--- src/logic/card_timing_pkg.sv ---
package card_timing_pkg;

   localparam int ADDR_W = 18;
   localparam int DATA_W = 32;

   // register indices; byte address is four times the index
   localparam logic [15:0] IDX_SUPPLY_CTL    = 16'hFE03;
   localparam logic [15:0] IDX_SIGNAL_CTL    = 16'hFE0A;
   localparam logic [15:0] IDX_PROTOCOL_CFG  = 16'hFE0D;
   localparam logic [15:0] IDX_BYTE_TIMING   = 16'hFE12;
   localparam logic [15:0] IDX_FD_CTL        = 16'hFE13;
   localparam logic [15:0] IDX_ATR_HIGH      = 16'hFE1F;
   localparam logic [15:0] IDX_ATR_LOW       = 16'hFE20;
   localparam logic [15:0] IDX_INIT_CHAR     = 16'hFE21;
   localparam logic [15:0] IDX_RELEASE_DELAY = 16'hFE22;
   localparam logic [15:0] IDX_TIMER_STATUS  = 16'hFE24;

   localparam logic [7:0] RST_SUPPLY_CTL    = 8'h00;
   localparam logic [7:0] RST_SIGNAL_CTL    = 8'h00;
   localparam logic [7:0] RST_PROTOCOL_CFG  = 8'h00;
   localparam logic [7:0] RST_BYTE_TIMING   = 8'h00;
   localparam logic [7:0] RST_FD_CTL        = 8'h11;
   localparam logic [7:0] RST_ATR_HIGH      = 8'h00;
   localparam logic [7:0] RST_ATR_LOW       = 8'h00;
   localparam logic [7:0] RST_INIT_CHAR     = 8'h00;
   localparam logic [7:0] RST_RELEASE_DELAY = 8'h70;

   localparam int BIT_SUPPLY_GOOD    = 3;
   localparam int BIT_RESET_HOLD     = 7;
   localparam int BIT_ANSWER_RX_EN   = 0;
   localparam int BIT_INIT_DETECT_EN = 6;
   localparam int BIT_STAT_ANSWER_TO = 0;
   localparam int BIT_STAT_MUTE      = 1;

   localparam logic [1:0] RESP_OKAY   = 2'h0;
   localparam logic [1:0] RESP_SLVERR = 2'h2;

   // etu = intermediate clock period * ETU_CLK_MULT * Fi/Di
   localparam logic [3:0] ETU_CLK_MULT = 4'h2;

   typedef enum logic [3:0] {
      REG_NONE, REG_SUPPLY, REG_SIGNAL, REG_PROTOCOL, REG_BYTE_TIMING, REG_FD,
      REG_ATR_HIGH, REG_ATR_LOW, REG_INIT_CHAR, REG_RELEASE_DELAY, REG_STATUS
   } reg_id_t;

   // gray order along hold -> delay -> released
   typedef enum logic [1:0] {
      ST_HOLD     = 2'b00,
      ST_DELAY    = 2'b01,
      ST_RELEASED = 2'b11
   } rst_state_t;

   function automatic reg_id_t decode_reg(input logic [ADDR_W-1:0] addr);
      reg_id_t id;
      id = REG_NONE;
      if (addr[1:0] == 2'h0)
      begin
         case (addr[17:2])
            IDX_SUPPLY_CTL:    id = REG_SUPPLY;
            IDX_SIGNAL_CTL:    id = REG_SIGNAL;
            IDX_PROTOCOL_CFG:  id = REG_PROTOCOL;
            IDX_BYTE_TIMING:   id = REG_BYTE_TIMING;
            IDX_FD_CTL:        id = REG_FD;
            IDX_ATR_HIGH:      id = REG_ATR_HIGH;
            IDX_ATR_LOW:       id = REG_ATR_LOW;
            IDX_INIT_CHAR:     id = REG_INIT_CHAR;
            IDX_RELEASE_DELAY: id = REG_RELEASE_DELAY;
            IDX_TIMER_STATUS:  id = REG_STATUS;
            default:           id = REG_NONE;
         endcase
      end
      return id;
   endfunction

endpackage

--- src/logic/etu_tick_gen.sv ---
`timescale 1ns/1ps
module etu_tick_gen
   import card_timing_pkg::*;
(
   input  wire logic       ref_clk,
   input  wire logic       rst,
   input  wire logic       card_clk_tick,
   input  wire logic [3:0] fi_code,
   input  wire logic [3:0] di_code,
   output logic            etu_tick
);

   logic [11:0] fi_ratio;
   logic [5:0]  di_ratio;
   logic [12:0] period;
   logic [12:0] acc_reg;
   logic [13:0] sum;

   always_comb
   begin
      case (fi_code)
         4'h0, 4'h1: fi_ratio = 12'h174;
         4'h2:       fi_ratio = 12'h22E;
         4'h3:       fi_ratio = 12'h2E8;
         4'h4:       fi_ratio = 12'h45C;
         4'h5:       fi_ratio = 12'h5D0;
         4'h6, 4'h7: fi_ratio = 12'h744;
         4'h8, 4'h9: fi_ratio = 12'h200;
         4'hA:       fi_ratio = 12'h300;
         4'hB:       fi_ratio = 12'h400;
         4'hC:       fi_ratio = 12'h600;
         default:    fi_ratio = 12'h800;
      endcase
      case (di_code)
         4'h0, 4'h1: di_ratio = 6'h01;
         4'h2:       di_ratio = 6'h02;
         4'h3:       di_ratio = 6'h04;
         4'h4:       di_ratio = 6'h08;
         4'h5:       di_ratio = 6'h10;
         4'h6, 4'h7: di_ratio = 6'h20;
         4'h8:       di_ratio = 6'h0C;
         4'h9:       di_ratio = 6'h14;
         default:    di_ratio = 6'h10;
      endcase
   end

   // accumulate Di per intermediate clock, wrap at 2*Fi: exact for 12 and 20 too
   assign period = 13'(fi_ratio) * 13'(ETU_CLK_MULT);
   assign sum    = {1'b0, acc_reg} + 14'(di_ratio);

   always_ff @(posedge ref_clk)
   begin
      if (rst)
      begin
         acc_reg  <= 13'h0000;
         etu_tick <= 1'b0;
      end
      else
      begin
         etu_tick <= 1'b0;
         if (card_clk_tick)
         begin
            if (sum >= {1'b0, period})
            begin
               acc_reg  <= 13'(sum - {1'b0, period});
               etu_tick <= 1'b1;
            end
            else
            begin
               acc_reg <= sum[12:0];
            end
         end
      end
   end

endmodule

--- src/logic/etu_limit_timer.sv ---
`timescale 1ns/1ps
module etu_limit_timer
   import card_timing_pkg::*;
#(
   parameter int W = 16
)
(
   input  wire logic         ref_clk,
   input  wire logic         rst,
   input  wire logic         clear,
   input  wire logic         run,
   input  wire logic         etu_tick,
   input  wire logic [W-1:0] limit,
   output logic              expired
);

   logic [W-1:0] count_reg;
   logic         done_reg;

   // one expiry per clear; counter stops so it cannot wrap and refire
   always_ff @(posedge ref_clk)
   begin
      if (rst || clear)
      begin
         count_reg <= '0;
         done_reg  <= 1'b0;
         expired   <= 1'b0;
      end
      else
      begin
         expired <= 1'b0;
         if (run && etu_tick && !done_reg)
         begin
            if (count_reg == limit)
            begin
               done_reg <= 1'b1;
               expired  <= 1'b1;
            end
            else
            begin
               count_reg <= count_reg + 1'b1;
            end
         end
      end
   end

endmodule

--- src/logic/card_reset_atr_timer.sv ---
// The implementer's own choice: the AXI4-Lite interface to the registers.
`timescale 1ns/1ps
module card_reset_atr_timer
   import card_timing_pkg::*;
#(
   parameter int NUM_IF = 2,
   parameter int SEL_W  = 1
)
(
   input  wire logic              ref_clk,
   input  wire logic              rst,
   input  wire logic [ADDR_W-1:0] s_axi_awaddr,
   input  wire logic              s_axi_awvalid,
   output logic                   s_axi_awready,
   input  wire logic [DATA_W-1:0] s_axi_wdata,
   input  wire logic [3:0]        s_axi_wstrb,
   input  wire logic              s_axi_wvalid,
   output logic                   s_axi_wready,
   output logic [1:0]             s_axi_bresp,
   output logic                   s_axi_bvalid,
   input  wire logic              s_axi_bready,
   input  wire logic [ADDR_W-1:0] s_axi_araddr,
   input  wire logic              s_axi_arvalid,
   output logic                   s_axi_arready,
   output logic [DATA_W-1:0]      s_axi_rdata,
   output logic [1:0]             s_axi_rresp,
   output logic                   s_axi_rvalid,
   input  wire logic              s_axi_rready,
   input  wire logic              intermediate_card_clock,
   input  wire logic              card_supply_good,
   input  wire logic              rx_start_bit,
   input  wire logic [SEL_W-1:0]  interface_select,
   output logic [NUM_IF-1:0]      card_rst_n,
   output logic                   answer_timeout,
   output logic                   mute_card
);

   ////////////////////////////////////////////////////////////////////////////
   logic [7:0]        supply_ctl_reg;
   logic [7:0]        signal_ctl_reg;
   logic [7:0]        protocol_cfg_reg;
   logic [7:0]        byte_timing_reg;
   logic [7:0]        fd_ctl_reg;
   logic [7:0]        atr_high_reg;
   logic [7:0]        atr_low_reg;
   logic [7:0]        init_char_reg;
   logic [7:0]        release_delay_reg;
   logic              aw_held_reg;
   logic              w_held_reg;
   logic [ADDR_W-1:0] waddr_reg;
   logic [7:0]        wdata_reg;
   logic              wlane_reg;
   logic              do_write;
   reg_id_t           wr_id;
   reg_id_t           rd_id;
   logic [7:0]        rd_byte;
   logic              wr_status;
   logic              etu_tick;
   rst_state_t        state_reg;
   rst_state_t        state_next;
   logic [7:0]        delay_cnt_reg;
   logic              hold_req;
   logic              release_evt;
   logic              ts_run_reg;
   logic              atr_run_reg;
   logic              ts_expired;
   logic              atr_expired;
   logic [15:0]       answer_timeout_limit;
   logic              answer_receive_enable;
   logic              initial_char_detect_enable;
   logic              card_reset_hold;

   assign answer_receive_enable      = protocol_cfg_reg[BIT_ANSWER_RX_EN];
   assign initial_char_detect_enable = byte_timing_reg[BIT_INIT_DETECT_EN];
   assign card_reset_hold            = signal_ctl_reg[BIT_RESET_HOLD];
   assign answer_timeout_limit       = {atr_high_reg, atr_low_reg};

   ////////////////////////////////////////////////////////////////////////////
   // write channel: address and data taken in either order
   assign s_axi_awready = !aw_held_reg;
   assign s_axi_wready  = !w_held_reg;
   assign do_write      = aw_held_reg && w_held_reg && !s_axi_bvalid;
   assign wr_id         = decode_reg(waddr_reg);
   assign wr_status     = do_write && wlane_reg && (wr_id == REG_STATUS);

   always_ff @(posedge ref_clk)
   begin
      if (rst)
      begin
         aw_held_reg  <= 1'b0;
         w_held_reg   <= 1'b0;
         waddr_reg    <= '0;
         wdata_reg    <= 8'h00;
         wlane_reg    <= 1'b0;
         s_axi_bvalid <= 1'b0;
         s_axi_bresp  <= RESP_OKAY;
      end
      else
      begin
         if (s_axi_awvalid && s_axi_awready)
         begin
            aw_held_reg <= 1'b1;
            waddr_reg   <= s_axi_awaddr;
         end
         if (s_axi_wvalid && s_axi_wready)
         begin
            w_held_reg <= 1'b1;
            wdata_reg  <= s_axi_wdata[7:0];
            wlane_reg  <= s_axi_wstrb[0];
         end
         if (do_write)
         begin
            aw_held_reg  <= 1'b0;
            w_held_reg   <= 1'b0;
            s_axi_bvalid <= 1'b1;
            s_axi_bresp  <= (wr_id == REG_NONE) ? RESP_SLVERR : RESP_OKAY;
         end
         else if (s_axi_bvalid && s_axi_bready)
         begin
            s_axi_bvalid <= 1'b0;
         end
      end
   end

   // only byte lane 0 carries register bits
   always_ff @(posedge ref_clk)
   begin
      if (rst)
      begin
         supply_ctl_reg    <= RST_SUPPLY_CTL;
         signal_ctl_reg    <= RST_SIGNAL_CTL;
         protocol_cfg_reg  <= RST_PROTOCOL_CFG;
         byte_timing_reg   <= RST_BYTE_TIMING;
         fd_ctl_reg        <= RST_FD_CTL;
         atr_high_reg      <= RST_ATR_HIGH;
         atr_low_reg       <= RST_ATR_LOW;
         init_char_reg     <= RST_INIT_CHAR;
         release_delay_reg <= RST_RELEASE_DELAY;
      end
      else if (do_write && wlane_reg)
      begin
         case (wr_id)
            REG_SUPPLY:        supply_ctl_reg    <= wdata_reg;
            REG_SIGNAL:        signal_ctl_reg    <= wdata_reg;
            REG_PROTOCOL:      protocol_cfg_reg  <= wdata_reg;
            REG_BYTE_TIMING:   byte_timing_reg   <= wdata_reg;
            REG_FD:            fd_ctl_reg        <= wdata_reg;
            REG_ATR_HIGH:      atr_high_reg      <= wdata_reg;
            REG_ATR_LOW:       atr_low_reg       <= wdata_reg;
            REG_INIT_CHAR:     init_char_reg     <= wdata_reg;
            REG_RELEASE_DELAY: release_delay_reg <= wdata_reg;
            default:           ;
         endcase
      end
   end

   ////////////////////////////////////////////////////////////////////////////
   // read channel: one cycle to rvalid
   assign s_axi_arready = !s_axi_rvalid;
   assign rd_id         = decode_reg(s_axi_araddr);

   always_comb
   begin
      case (rd_id)
         REG_SUPPLY:        rd_byte = {supply_ctl_reg[7:4], card_supply_good,
                                       supply_ctl_reg[2:0]};
         REG_SIGNAL:        rd_byte = signal_ctl_reg;
         REG_PROTOCOL:      rd_byte = protocol_cfg_reg;
         REG_BYTE_TIMING:   rd_byte = byte_timing_reg;
         REG_FD:            rd_byte = fd_ctl_reg;
         REG_ATR_HIGH:      rd_byte = atr_high_reg;
         REG_ATR_LOW:       rd_byte = atr_low_reg;
         REG_INIT_CHAR:     rd_byte = init_char_reg;
         REG_RELEASE_DELAY: rd_byte = release_delay_reg;
         REG_STATUS:        rd_byte = {6'h00, mute_card, answer_timeout};
         default:           rd_byte = 8'h00;
      endcase
   end

   always_ff @(posedge ref_clk)
   begin
      if (rst)
      begin
         s_axi_rvalid <= 1'b0;
         s_axi_rdata  <= 32'h0000_0000;
         s_axi_rresp  <= RESP_OKAY;
      end
      else if (s_axi_arvalid && s_axi_arready)
      begin
         s_axi_rvalid <= 1'b1;
         s_axi_rdata  <= {24'h00_0000, rd_byte};
         s_axi_rresp  <= (rd_id == REG_NONE) ? RESP_SLVERR : RESP_OKAY;
      end
      else if (s_axi_rvalid && s_axi_rready)
      begin
         s_axi_rvalid <= 1'b0;
      end
   end

   ////////////////////////////////////////////////////////////////////////////
   etu_tick_gen u_etu
   (
      .ref_clk    (ref_clk),
      .rst        (rst),
      .card_clk_tick (intermediate_card_clock),
      .fi_code    (fd_ctl_reg[7:4]),
      .di_code    (fd_ctl_reg[3:0]),
      .etu_tick   (etu_tick)
   );

   ////////////////////////////////////////////////////////////////////////////
   // card reset sequencing; no supply means the selected interface's reset is held regardless
   assign hold_req = card_reset_hold || !card_supply_good;

   always_comb
   begin
      state_next = state_reg;
      case (state_reg)
         ST_HOLD:
         begin
            if (!hold_req)
               state_next = (release_delay_reg == 8'h00) ? ST_RELEASED : ST_DELAY;
         end
         ST_DELAY:
         begin
            if (hold_req)
               state_next = ST_HOLD;
            else if (etu_tick && (delay_cnt_reg + 8'h01 == release_delay_reg))
               state_next = ST_RELEASED;
         end
         ST_RELEASED:
         begin
            if (hold_req)
               state_next = ST_HOLD;
         end
         default: state_next = ST_HOLD;
      endcase
   end

   assign release_evt = (state_next == ST_RELEASED) && (state_reg != ST_RELEASED);

   always_ff @(posedge ref_clk)
   begin
      if (rst)
      begin
         state_reg     <= ST_HOLD;
         delay_cnt_reg <= 8'h00;
      end
      else
      begin
         state_reg <= state_next;
         if (state_reg != ST_DELAY)
            delay_cnt_reg <= 8'h00;
         else if (etu_tick)
            delay_cnt_reg <= delay_cnt_reg + 8'h01;
      end
   end

   // unselected interfaces keep their last level
   genvar gi;
   generate
      for (gi = 0; gi < NUM_IF; gi++)
      begin : g_if
         always_ff @(posedge ref_clk)
         begin
            if (rst)
               card_rst_n[gi] <= 1'b0;
            else if (interface_select == SEL_W'(gi))
               card_rst_n[gi] <= (state_next == ST_RELEASED);
         end
      end
   endgenerate

   ////////////////////////////////////////////////////////////////////////////
   // initial character timer: release until first start bit
   always_ff @(posedge ref_clk)
   begin
      if (rst)
         ts_run_reg <= 1'b0;
      else if (!initial_char_detect_enable || hold_req || rx_start_bit)
         ts_run_reg <= 1'b0;
      else if (release_evt)
         ts_run_reg <= 1'b1;
   end

   etu_limit_timer #(.W(8)) u_ts_timer
   (
      .ref_clk  (ref_clk),
      .rst      (rst),
      .clear    (release_evt),
      .run      (ts_run_reg),
      .etu_tick (etu_tick),
      .limit    (init_char_reg),
      .expired  (ts_expired)
   );

   // answer timer: firmware clears the enable after the last character
   always_ff @(posedge ref_clk)
   begin
      if (rst)
         atr_run_reg <= 1'b0;
      else if (!answer_receive_enable)
         atr_run_reg <= 1'b0;
      else if (rx_start_bit)
         atr_run_reg <= 1'b1;
   end

   etu_limit_timer #(.W(16)) u_atr_timer
   (
      .ref_clk  (ref_clk),
      .rst      (rst),
      .clear    (!answer_receive_enable),
      .run      (atr_run_reg),
      .etu_tick (etu_tick),
      .limit    (answer_timeout_limit),
      .expired  (atr_expired)
   );

   ////////////////////////////////////////////////////////////////////////////
   // sticky flags, write one to clear; a new expiry beats the clear
   always_ff @(posedge ref_clk)
   begin
      if (rst)
      begin
         answer_timeout <= 1'b0;
         mute_card      <= 1'b0;
      end
      else
      begin
         if (atr_expired || ts_expired)
            answer_timeout <= 1'b1;
         else if (wr_status && wdata_reg[BIT_STAT_ANSWER_TO])
            answer_timeout <= 1'b0;
         if (ts_expired)
            mute_card <= 1'b1;
         else if (wr_status && wdata_reg[BIT_STAT_MUTE])
            mute_card <= 1'b0;
      end
   end

endmodule

--- config.mk ---
export PLATFORM = sky130hd
export DESIGN_NAME = card_reset_atr_timer
export DESIGN_NICKNAME = d
export VERILOG_FILES = /design/src/logic/card_timing_pkg.sv /design/src/logic/etu_tick_gen.sv /design/src/logic/etu_limit_timer.sv /design/src/logic/card_reset_atr_timer.sv
export SDC_FILE = /design/constraint.sdc
export NUM_CORES = 1
export LEC_CHECK = 0
export ABC_AREA = 1
export BUFFER_PORTS_ARGS = -buffer_cell sky130_fd_sc_hd__buf_4
export CORE_UTILIZATION = 45
export DETAILED_ROUTE_END_ITERATION = 6
export GPL_TIMING_DRIVEN = 1
export HOLD_SLACK_MARGIN = 0.05
export PLACE_DENSITY = 0.63
export SLEW_MARGIN = 20
export SYNTH_ARGS = -nofsm -noshare
export SYNTH_HDL_FRONTEND = slang
export SYNTH_SLANG_ARGS = --single-unit
--- constraint.sdc ---
create_clock -name ref_clk -period 4.65 [get_ports ref_clk]
set_input_delay 0.93 -clock ref_clk [delete_from_list [all_inputs] [get_ports ref_clk]]
set_output_delay 0.93 -clock ref_clk [all_outputs]
set_load 0.01 [all_outputs]
==> reports/metrics.yaml, run 1 <==
synthesis:
  ys_top_cells_by_area: "dfxtp_1, nand2_1, nor2_1"
  synth_fa_ha_area_share_pct: 2.84
  synth-simple-area-share_pct: 29.6
  synth.area.mux_share_pct: 0.0979
  synthArstFlopShare_pct: 0
  synth_top_family_by_area: "simple AND/OR/NAND/NOR gates"
  synth-compound-area-share_pct: 14.2
  synth_flop_cell: "dfxtp_1"
  synth_edf_count: 0
  yosysMostFrequentCell: "nand2_1"
  synth_cells: 1442
  synthXorXnorAreaFrac_pct: 5.91
  synth_top_area_cell: "dfxtp_1"
  synth_top_area_share_pct: 36.6
  avgSynthCellArea_um2: 7.09
  syn_area_mm2: 0.0102
  yosys.cell_types.count: 51
  ys_warn_count: 0
  ys_seq_elements: 187
  yosys-top-cells-count: "nand2_1, nor2_1, dfxtp_1"
  yosysSeqAreaShare_pct: 36.6
place:
  routabilityCongestion: 0.849
  hpwl_mm: 18.6
  io_buffers: 74
  dpl_worst_slack_ps: 843
  dpl_cell_area_mm2: 0.0109
cells_and_area:
  drive_gt1_share_pct: 11.6
  final_area_mm2: 0.0114
  nFillCells: 2240
  regArea_mm2: 0.00374
  layout.nets: 1597
  antenna-diode-count: 0
  multi_input_area_mm2: 0.00548
  syn2layout_area_growth_pct: 11.5
  fin_util_pct: 51.8
  largest_reg_flops: 18
worst_setup_path:
  cp.required_ps: 5030
  rrSetupSlack_ps: 770
  arrival_ps: 4260
  end_kind: "flip-flop"
  slowest_stage: "ha_1"
  worst-setup-path-type: "reg -> reg"
  startpoint_type: "flip-flop"
  cpMostUsedCell: "nand2_1"
  reg2reg_depth: 24
  cp_cell_sequence: "ha_1, nand2_1, nand2_1, nand3_1, and3_1, o21bai_1, inv_1, nor2_1, xor2_1, inv_1, ha_1, nand2_1, inv_1, nand2_1, nand3_1, a21oi_1, o21ai_0, nand2_1, nand3_2, inv_1, nand2_1, nand3_1, o211ai_1, inv_1"
  critPathMaxStageDelay_ps: 410
  cp_max_fo: 18
clock_network:
  ctsLongestPathBuffers: 2
  clock-sinks: 187
  cts_tree: "done"
  path_clk_slew_ps: 70
  cts_root_buf: "clkbuf_16"
  cts.repair.resized: 0
  insertion_delay_ps: 440
  post_cts_buffers: 0
  htree_levels: 4
  holdBufCountCts: 0
  cts_buffers: 17
global_routing:
  grt_max_degree: 75
  gr-total-overflow: 0
  grt_pass1_wl_mm: 42.0
  grt_antenna_before_repair: 0
  track_usage_pct: 22.4
  grt_pass1_vias: 8264
min_path:
  hold_class: "reg -> reg"
  min_path_cells: 2
drt:
  vias_per_cell: 5.15
  ant_nets: 0
  via_count: 9191
  drc: 0
  drtPass1Iterations: 7
  routedWlPerCell_um: 14.4
  drt_wl_total_mm: 25.7
  drt-initial-drc-count: 495
sta:
  fmax_mhz: 258
  period_share_pct: 83.5
  layout_setup_ws_ps: 768
  finalSetupViolCount: 0
  post-route-min-period_ps: 3880
  fin_tns_setup_ps: 0
  worst_pin_slew_ps: 976
  slew-limit-headroom_pct: 34.7
  rsz0062_at_grt: "false"
  finClkSkew_ps: 16.2
  slew_violations: 0
  hold_viol_final: 0
floorplanning:
  ios: 128
  start_util_pct: 46.4
  die-area_mm2: 0.0233
  dieHeight_um: 153
  die_w_um: 153
  rows: 54
  core_area_mm2: 0.0220
power_and_ir_drop:
  power_density_mw_per_mm2: 301
  leakage_nw: 5.17
  peakVddDrop_mv: 0.271
job:
  max_cap_viol_count: 0
status:
  status: "finished, final reports clean"
## per-layer routing
metal | up-vias | wire [µm] | share of wire [%] | global-route usage (%)
met1 | 4168 | 12300 | 48 | 30.3
met2 | 210 | 12000 | 47 | 37.5
met5 | - | 0 | 0 | 0
met4 | 0 | 330 | 1.3 | 4.95
li1 | 4787 | - | - | -
met3 | 26 | 1050 | 4.1 | 3.50
## critical path, delay by kind of cell, from the launching register on
kind	cells	cell delay [ps]
AND/OR/NAND/NOR	12	1420
buffers and inverters	5	600
XOR/XNOR	1	220
adder cells (fa/ha/maj)	2	740
AO/OA/AOI/OAI	4	540
flip-flops	1	310
## kinds of logic (layout without fill, tap and decap cells)
| family | count (synthesis) | after routing |
|---|---|---|
| mux | 1 | 1 |
| flops | 187 | 187 |
| xor+xnor | 69 | 69 |
| other cells | 1 | 26 |
| fa+ha+maj | 22 | 22 |
| simple gates | 660 | 660 |
| buf+inv | 254 | 291 |
| compound gates | 248 | 248 |
## area by class of cell
| class | count | area share [%] |
|---|---|---|
| Clock buffer | 18 | 3.85 |
| Clock inverter | 13 | 0.933 |
| Inverter | 179 | 5.89 |
| Multi-Input combinational cell | 1026 | 48.1 |
| Sequential cell | 187 | 32.8 |
| Tap cell | 280 | 3.07 |
| Timing Repair Buffer | 81 | 5.33 |
## stage by stage
| step | hold WS [ps] | instances | power (mW) |
|---|---|---|---|
| finish | 460 | 1784 | 3.44 |
| CTS | 466 | 1784 | 3.46 |
| floorplan | 430 | 1467 | 1.98 |
| global route | 488 | 1784 | 3.58 |
| global placement | 446 | 1753 | 2.08 |
| detailed placement | 455 | 1753 | 2.09 |
## final timing paths
check / start / endpoint
max: u_etu.acc_reg[2]$_SDFFE_PP0P_ / u_etu.acc_reg[10]$_SDFFE_PP0P_
min: atr_run_reg$_SDFFE_PP0P_ / atr_run_reg$_SDFFE_PP0P_
max reg2reg: u_etu.acc_reg[2]$_SDFFE_PP0P_ / u_etu.acc_reg[10]$_SDFFE_PP0P_
min reg2reg: atr_run_reg$_SDFFE_PP0P_ / atr_run_reg$_SDFFE_PP0P_
## report_power, final
part           internal, mW  total, mW  switching, mW
combinational         0.134      0.384          0.250
clock                 0.709       1.38          0.671
sequential             1.64       1.67         0.0308
total                  2.48       3.44          0.951
## cells in the final DEF (no fill, tap or decap), types with 4 or more instances in the layout
master / instances
conb_1: 26
nor3_1: 19
nor2_4: 9
nand2_2: 8
dfxtp_1: 187
o21a_1: 8
clkinv_1: 9
nand3_2: 4
clkbuf_16: 17
a21oi_1: 100
nand4_1: 43
nor2_1: 195
o21ai_1: 4
o211ai_1: 6
nand2_1: 249
xor2_1: 43
nand3_1: 98
xnor2_1: 26
inv_1: 160
inv_2: 10
a211oi_1: 44
ha_1: 20
inv_6: 7
nor2_2: 13
o21ai_0: 68
nor4_1: 7
buf_4: 81
Note: power is estimated with default switching activity, not from simulation.
==> inputs of run 2 (changes only) <==
==> constraint.sdc (replaced) <==
create_clock -name ref_clk -period 3.8 [get_ports ref_clk]
set_input_delay 0.76 -clock ref_clk [delete_from_list [all_inputs] [get_ports ref_clk]]
set_output_delay 0.76 -clock ref_clk [all_outputs]
set_load 0.01 [all_outputs]
==> run 2 against run 1 <==
Die area is the same. Non-clock buffer count grew 5. Clock skew shrank 4.3 ps. Register-to-register slack lost 420 ps. Combinational power grew 27%. Critical path type unchanged. Largest cell class unchanged.
==> reports/metrics.yaml, run 2 (synthesis gave the netlist of run 1 again) <==
worst_setup_path:
  critPathMaxStageDelay_ps: 340  # -70 ps
  cp_max_fo: 8  # -10
  slowest_stage: "dfxtp_1"
  arrival_ps: 3740  # -520 ps
  cp.required_ps: 4090  # -940 ps
  path_buf_inv: 3  # -2
  startpoint_type: "flip-flop"
  worst-setup-path-type: "reg -> reg"
  cpMostUsedCell: "nand2_1"
  cp_cell_sequence: "ha_4, nand2_1, nand2_1, nand3_1, and3_1, o21bai_1, inv_1, nor2_1, xor2_1, inv_1, ha_4, nand2_2, nor2_1, nand2_1, nand3_1, a21oi_2, o21ai_1, nand2_1, nand3_4, buf_4, a21oi_1, o21ai_0, a21oi_1"
  end_kind: "flip-flop"
  path_delay_family: "simple AND/OR/NAND/NOR gates"
floorplanning:
  die-area_mm2: 0.0233  # unchanged
  start_util_pct: 46.4  # unchanged
  dieHeight_um: 153  # unchanged
  die_w_um: 153  # unchanged
  ios: 128  # unchanged
  rows: 54  # unchanged
  core_area_mm2: 0.0220  # unchanged
drt:
  dr_wl_met2_mm: 11.8  # -1.9%
  route.met3.wl_mm: 1.05  # +0.57%
  via_count: 9083  # -1.2%
  drtPass1Iterations: 7  # unchanged
  drc: 0  # unchanged
  drt-met1-wl_mm: 12.1  # -1.7%
  routed.top_layer: "met4"
  ant_nets: 0  # unchanged
  drt-initial-drc-count: 494  # -0.20%
  routedWlPerCell_um: 14.2  # -1.2%
  drt_wl_total_mm: 25.5  # -0.85%
  vias_per_cell: 5.07  # -1.5%
cells_and_area:
  multi_input_area_mm2: 0.00554  # +1.1%
  antenna-diode-count: 0  # unchanged
  final_common_cell: "nand2_1"
  syn2layout_area_growth_pct: 12.8
  regArea_mm2: 0.00374  # unchanged
  fin_cells: 1790  # +0.34%
  drive_gt1_share_pct: 12.5  # +0.88 points
  fin_util_pct: 52.4  # +0.61 points
  largest_reg_flops: 18  # unchanged
  nFillCells: 2221  # -0.85%
  final_area_mm2: 0.0115  # +1.2%
  layout.nets: 1602  # +0.31%
  mostFrequentLayoutCells: "nand2_1, nor2_1, dfxtp_1"
clock_network:
  clock-sinks: 187  # unchanged
  ctsLongestPathBuffers: 2  # unchanged
  htree_levels: 4  # unchanged
  insertion_delay_ps: 440  # about the same
  holdBufCountCts: 0  # unchanged
  path_clk_slew_ps: 80  # about the same
  cts_tree: "done"
  cts_root_buf: "clkbuf_16"
  cts_buffers: 17  # unchanged
place:
  io_buffers: 74  # unchanged
  dpl_worst_slack_ps: 171  # -672 ps
  hpwl_mm: 18.9  # +1.5%
  dpl_cell_area_mm2: 0.0109  # +0.28%
  dp_cells: 1757  # +0.23%
  routabilityCongestion: 0.882  # +4.0%
global_routing:
  gr-total-overflow: 0  # unchanged
  track_usage_pct: 22.2  # -0.21 points
  grt_pass1_wl_mm: 41.9  # -0.20%
  grt_antenna_before_repair: 0  # unchanged
  grt_max_degree: 75  # unchanged
  grt_pass1_vias: 8401  # +1.7%
sta:
  finalSetupViolCount: 0  # unchanged
  rsz0062_at_grt: "false"
  slew_violations: 0  # unchanged
  layout_setup_ws_ps: 350  # -418 ps
  finClkSkew_ps: 11.9  # -4.26 ps
  fin_tns_setup_ps: 0  # unchanged
  period_share_pct: 90.8  # +7.3 points
  post-route-min-period_ps: 3450  # -432 ps
  hold_viol_final: 0  # unchanged
  worst_pin_slew_ps: 942  # -33.7 ps
  fmax_mhz: 290  # +13%
  whs_ps: 460  # -0.400 ps
  slew-limit-headroom_pct: 37.0  # +2.3 points
status:
  status: "finished, final reports clean"
power_and_ir_drop:
  leakage_nw: 5.20  # +0.67%
  p_clk_share_pct: 41.3  # +1.2 points
  peakVddDrop_mv: 0.224  # -17%
  power_mw: 4.32  # +26%
  switching_share_pct: 27.8  # +0.11 points
  power_frac_seq_pct: 47.4  # -1.3 points
  power_switching_mw: 1.20  # +26%
  pwr-share-comb_pct: 11.3  # about the same
  power_density_mw_per_mm2: 375  # +24%
  p_int_mw: 3.12  # +26%
job:
  max_cap_viol_count: 0  # unchanged
min_path:
  hold_class: "reg -> reg"
[run 2: cell types whose count changed in the layout (fill, tap and decap cells not counted), sizes merged]
cell / delta
bufinv: +1
clkbuf: -1
buf: +5
inv: +1
[run 2: worst register-to-register path, delay by kind of cell (launching register included)]
family                     cells  cell delay, ps
adders and majority gates      2             620
AOI/OAI and AO/OA              6             630
buffers and inverters          3             360
xor gates and xnor gates       1             220
DFF                            1             340
and+or+nand+nor               11            1160
[run 2: cell type report]
| class | count | area share, % |
|---|---|---|
| multi-input combinational | 1026 | 48.1 |
| clock buffer | 17 | 3.69 |
| sequential | 187 | 32.5 |
| timing repair buffer | 86 | 5.60 |
| tap | 280 | 3.04 |
| inverter | 179 | 5.82 |
| clock inverter | 15 | 1.35 |
[run 2: worst paths after layout]
kind / startpoint / endpoint / slack (ps) / cells past startpoint
setup / recovery: u_etu.di_ratio[2]$_DFF_P_ / u_etu.acc_reg[6]$_SDFFE_PP0P_ / 350 / 23
hold / removal: atr_run_reg$_SDFFE_PP0P_ / atr_run_reg$_SDFFE_PP0P_ / 460 / 2
setup reg to reg: u_etu.di_ratio[2]$_DFF_P_ / u_etu.acc_reg[6]$_SDFFE_PP0P_ / 350 / 23
hold reg to reg: atr_run_reg$_SDFFE_PP0P_ / atr_run_reg$_SDFFE_PP0P_ / 460 / 2
[run 2: timing repair]
action / CTS / global route
gates resized for setup: 0 / 11
setup buffers: 0 / 1
endpoints found under the setup margin: 0 / 11
[run 2: routing by layer]
| metal | track usage [%] | vias to the layer above |
|---|---|---|
| li1 | - | 4779 |
| met1 | 29.6 | 4072 |
| met2 | 36.7 | 196 |
| met3 | 3.27 | 36 |
| met4 | 7.50 | 0 |
| met5 | 0 | - |
[run 2: power groups by stage]
| stage | clock [mW] | sequential [mW] | combinational, mW |
|---|---|---|---|
| final | 1.78 | 2.05 | 0.489 |
| after global routing | 1.89 | 2.06 | 0.548 |
| after CTS | 1.81 | 2.05 | 0.477 |
| after detailed placement | 0 | 2.09 | 0.474 |
| after global placement | 0 | 2.09 | 0.469 |
| after floorplan | 0 | 2.08 | 0.340 |
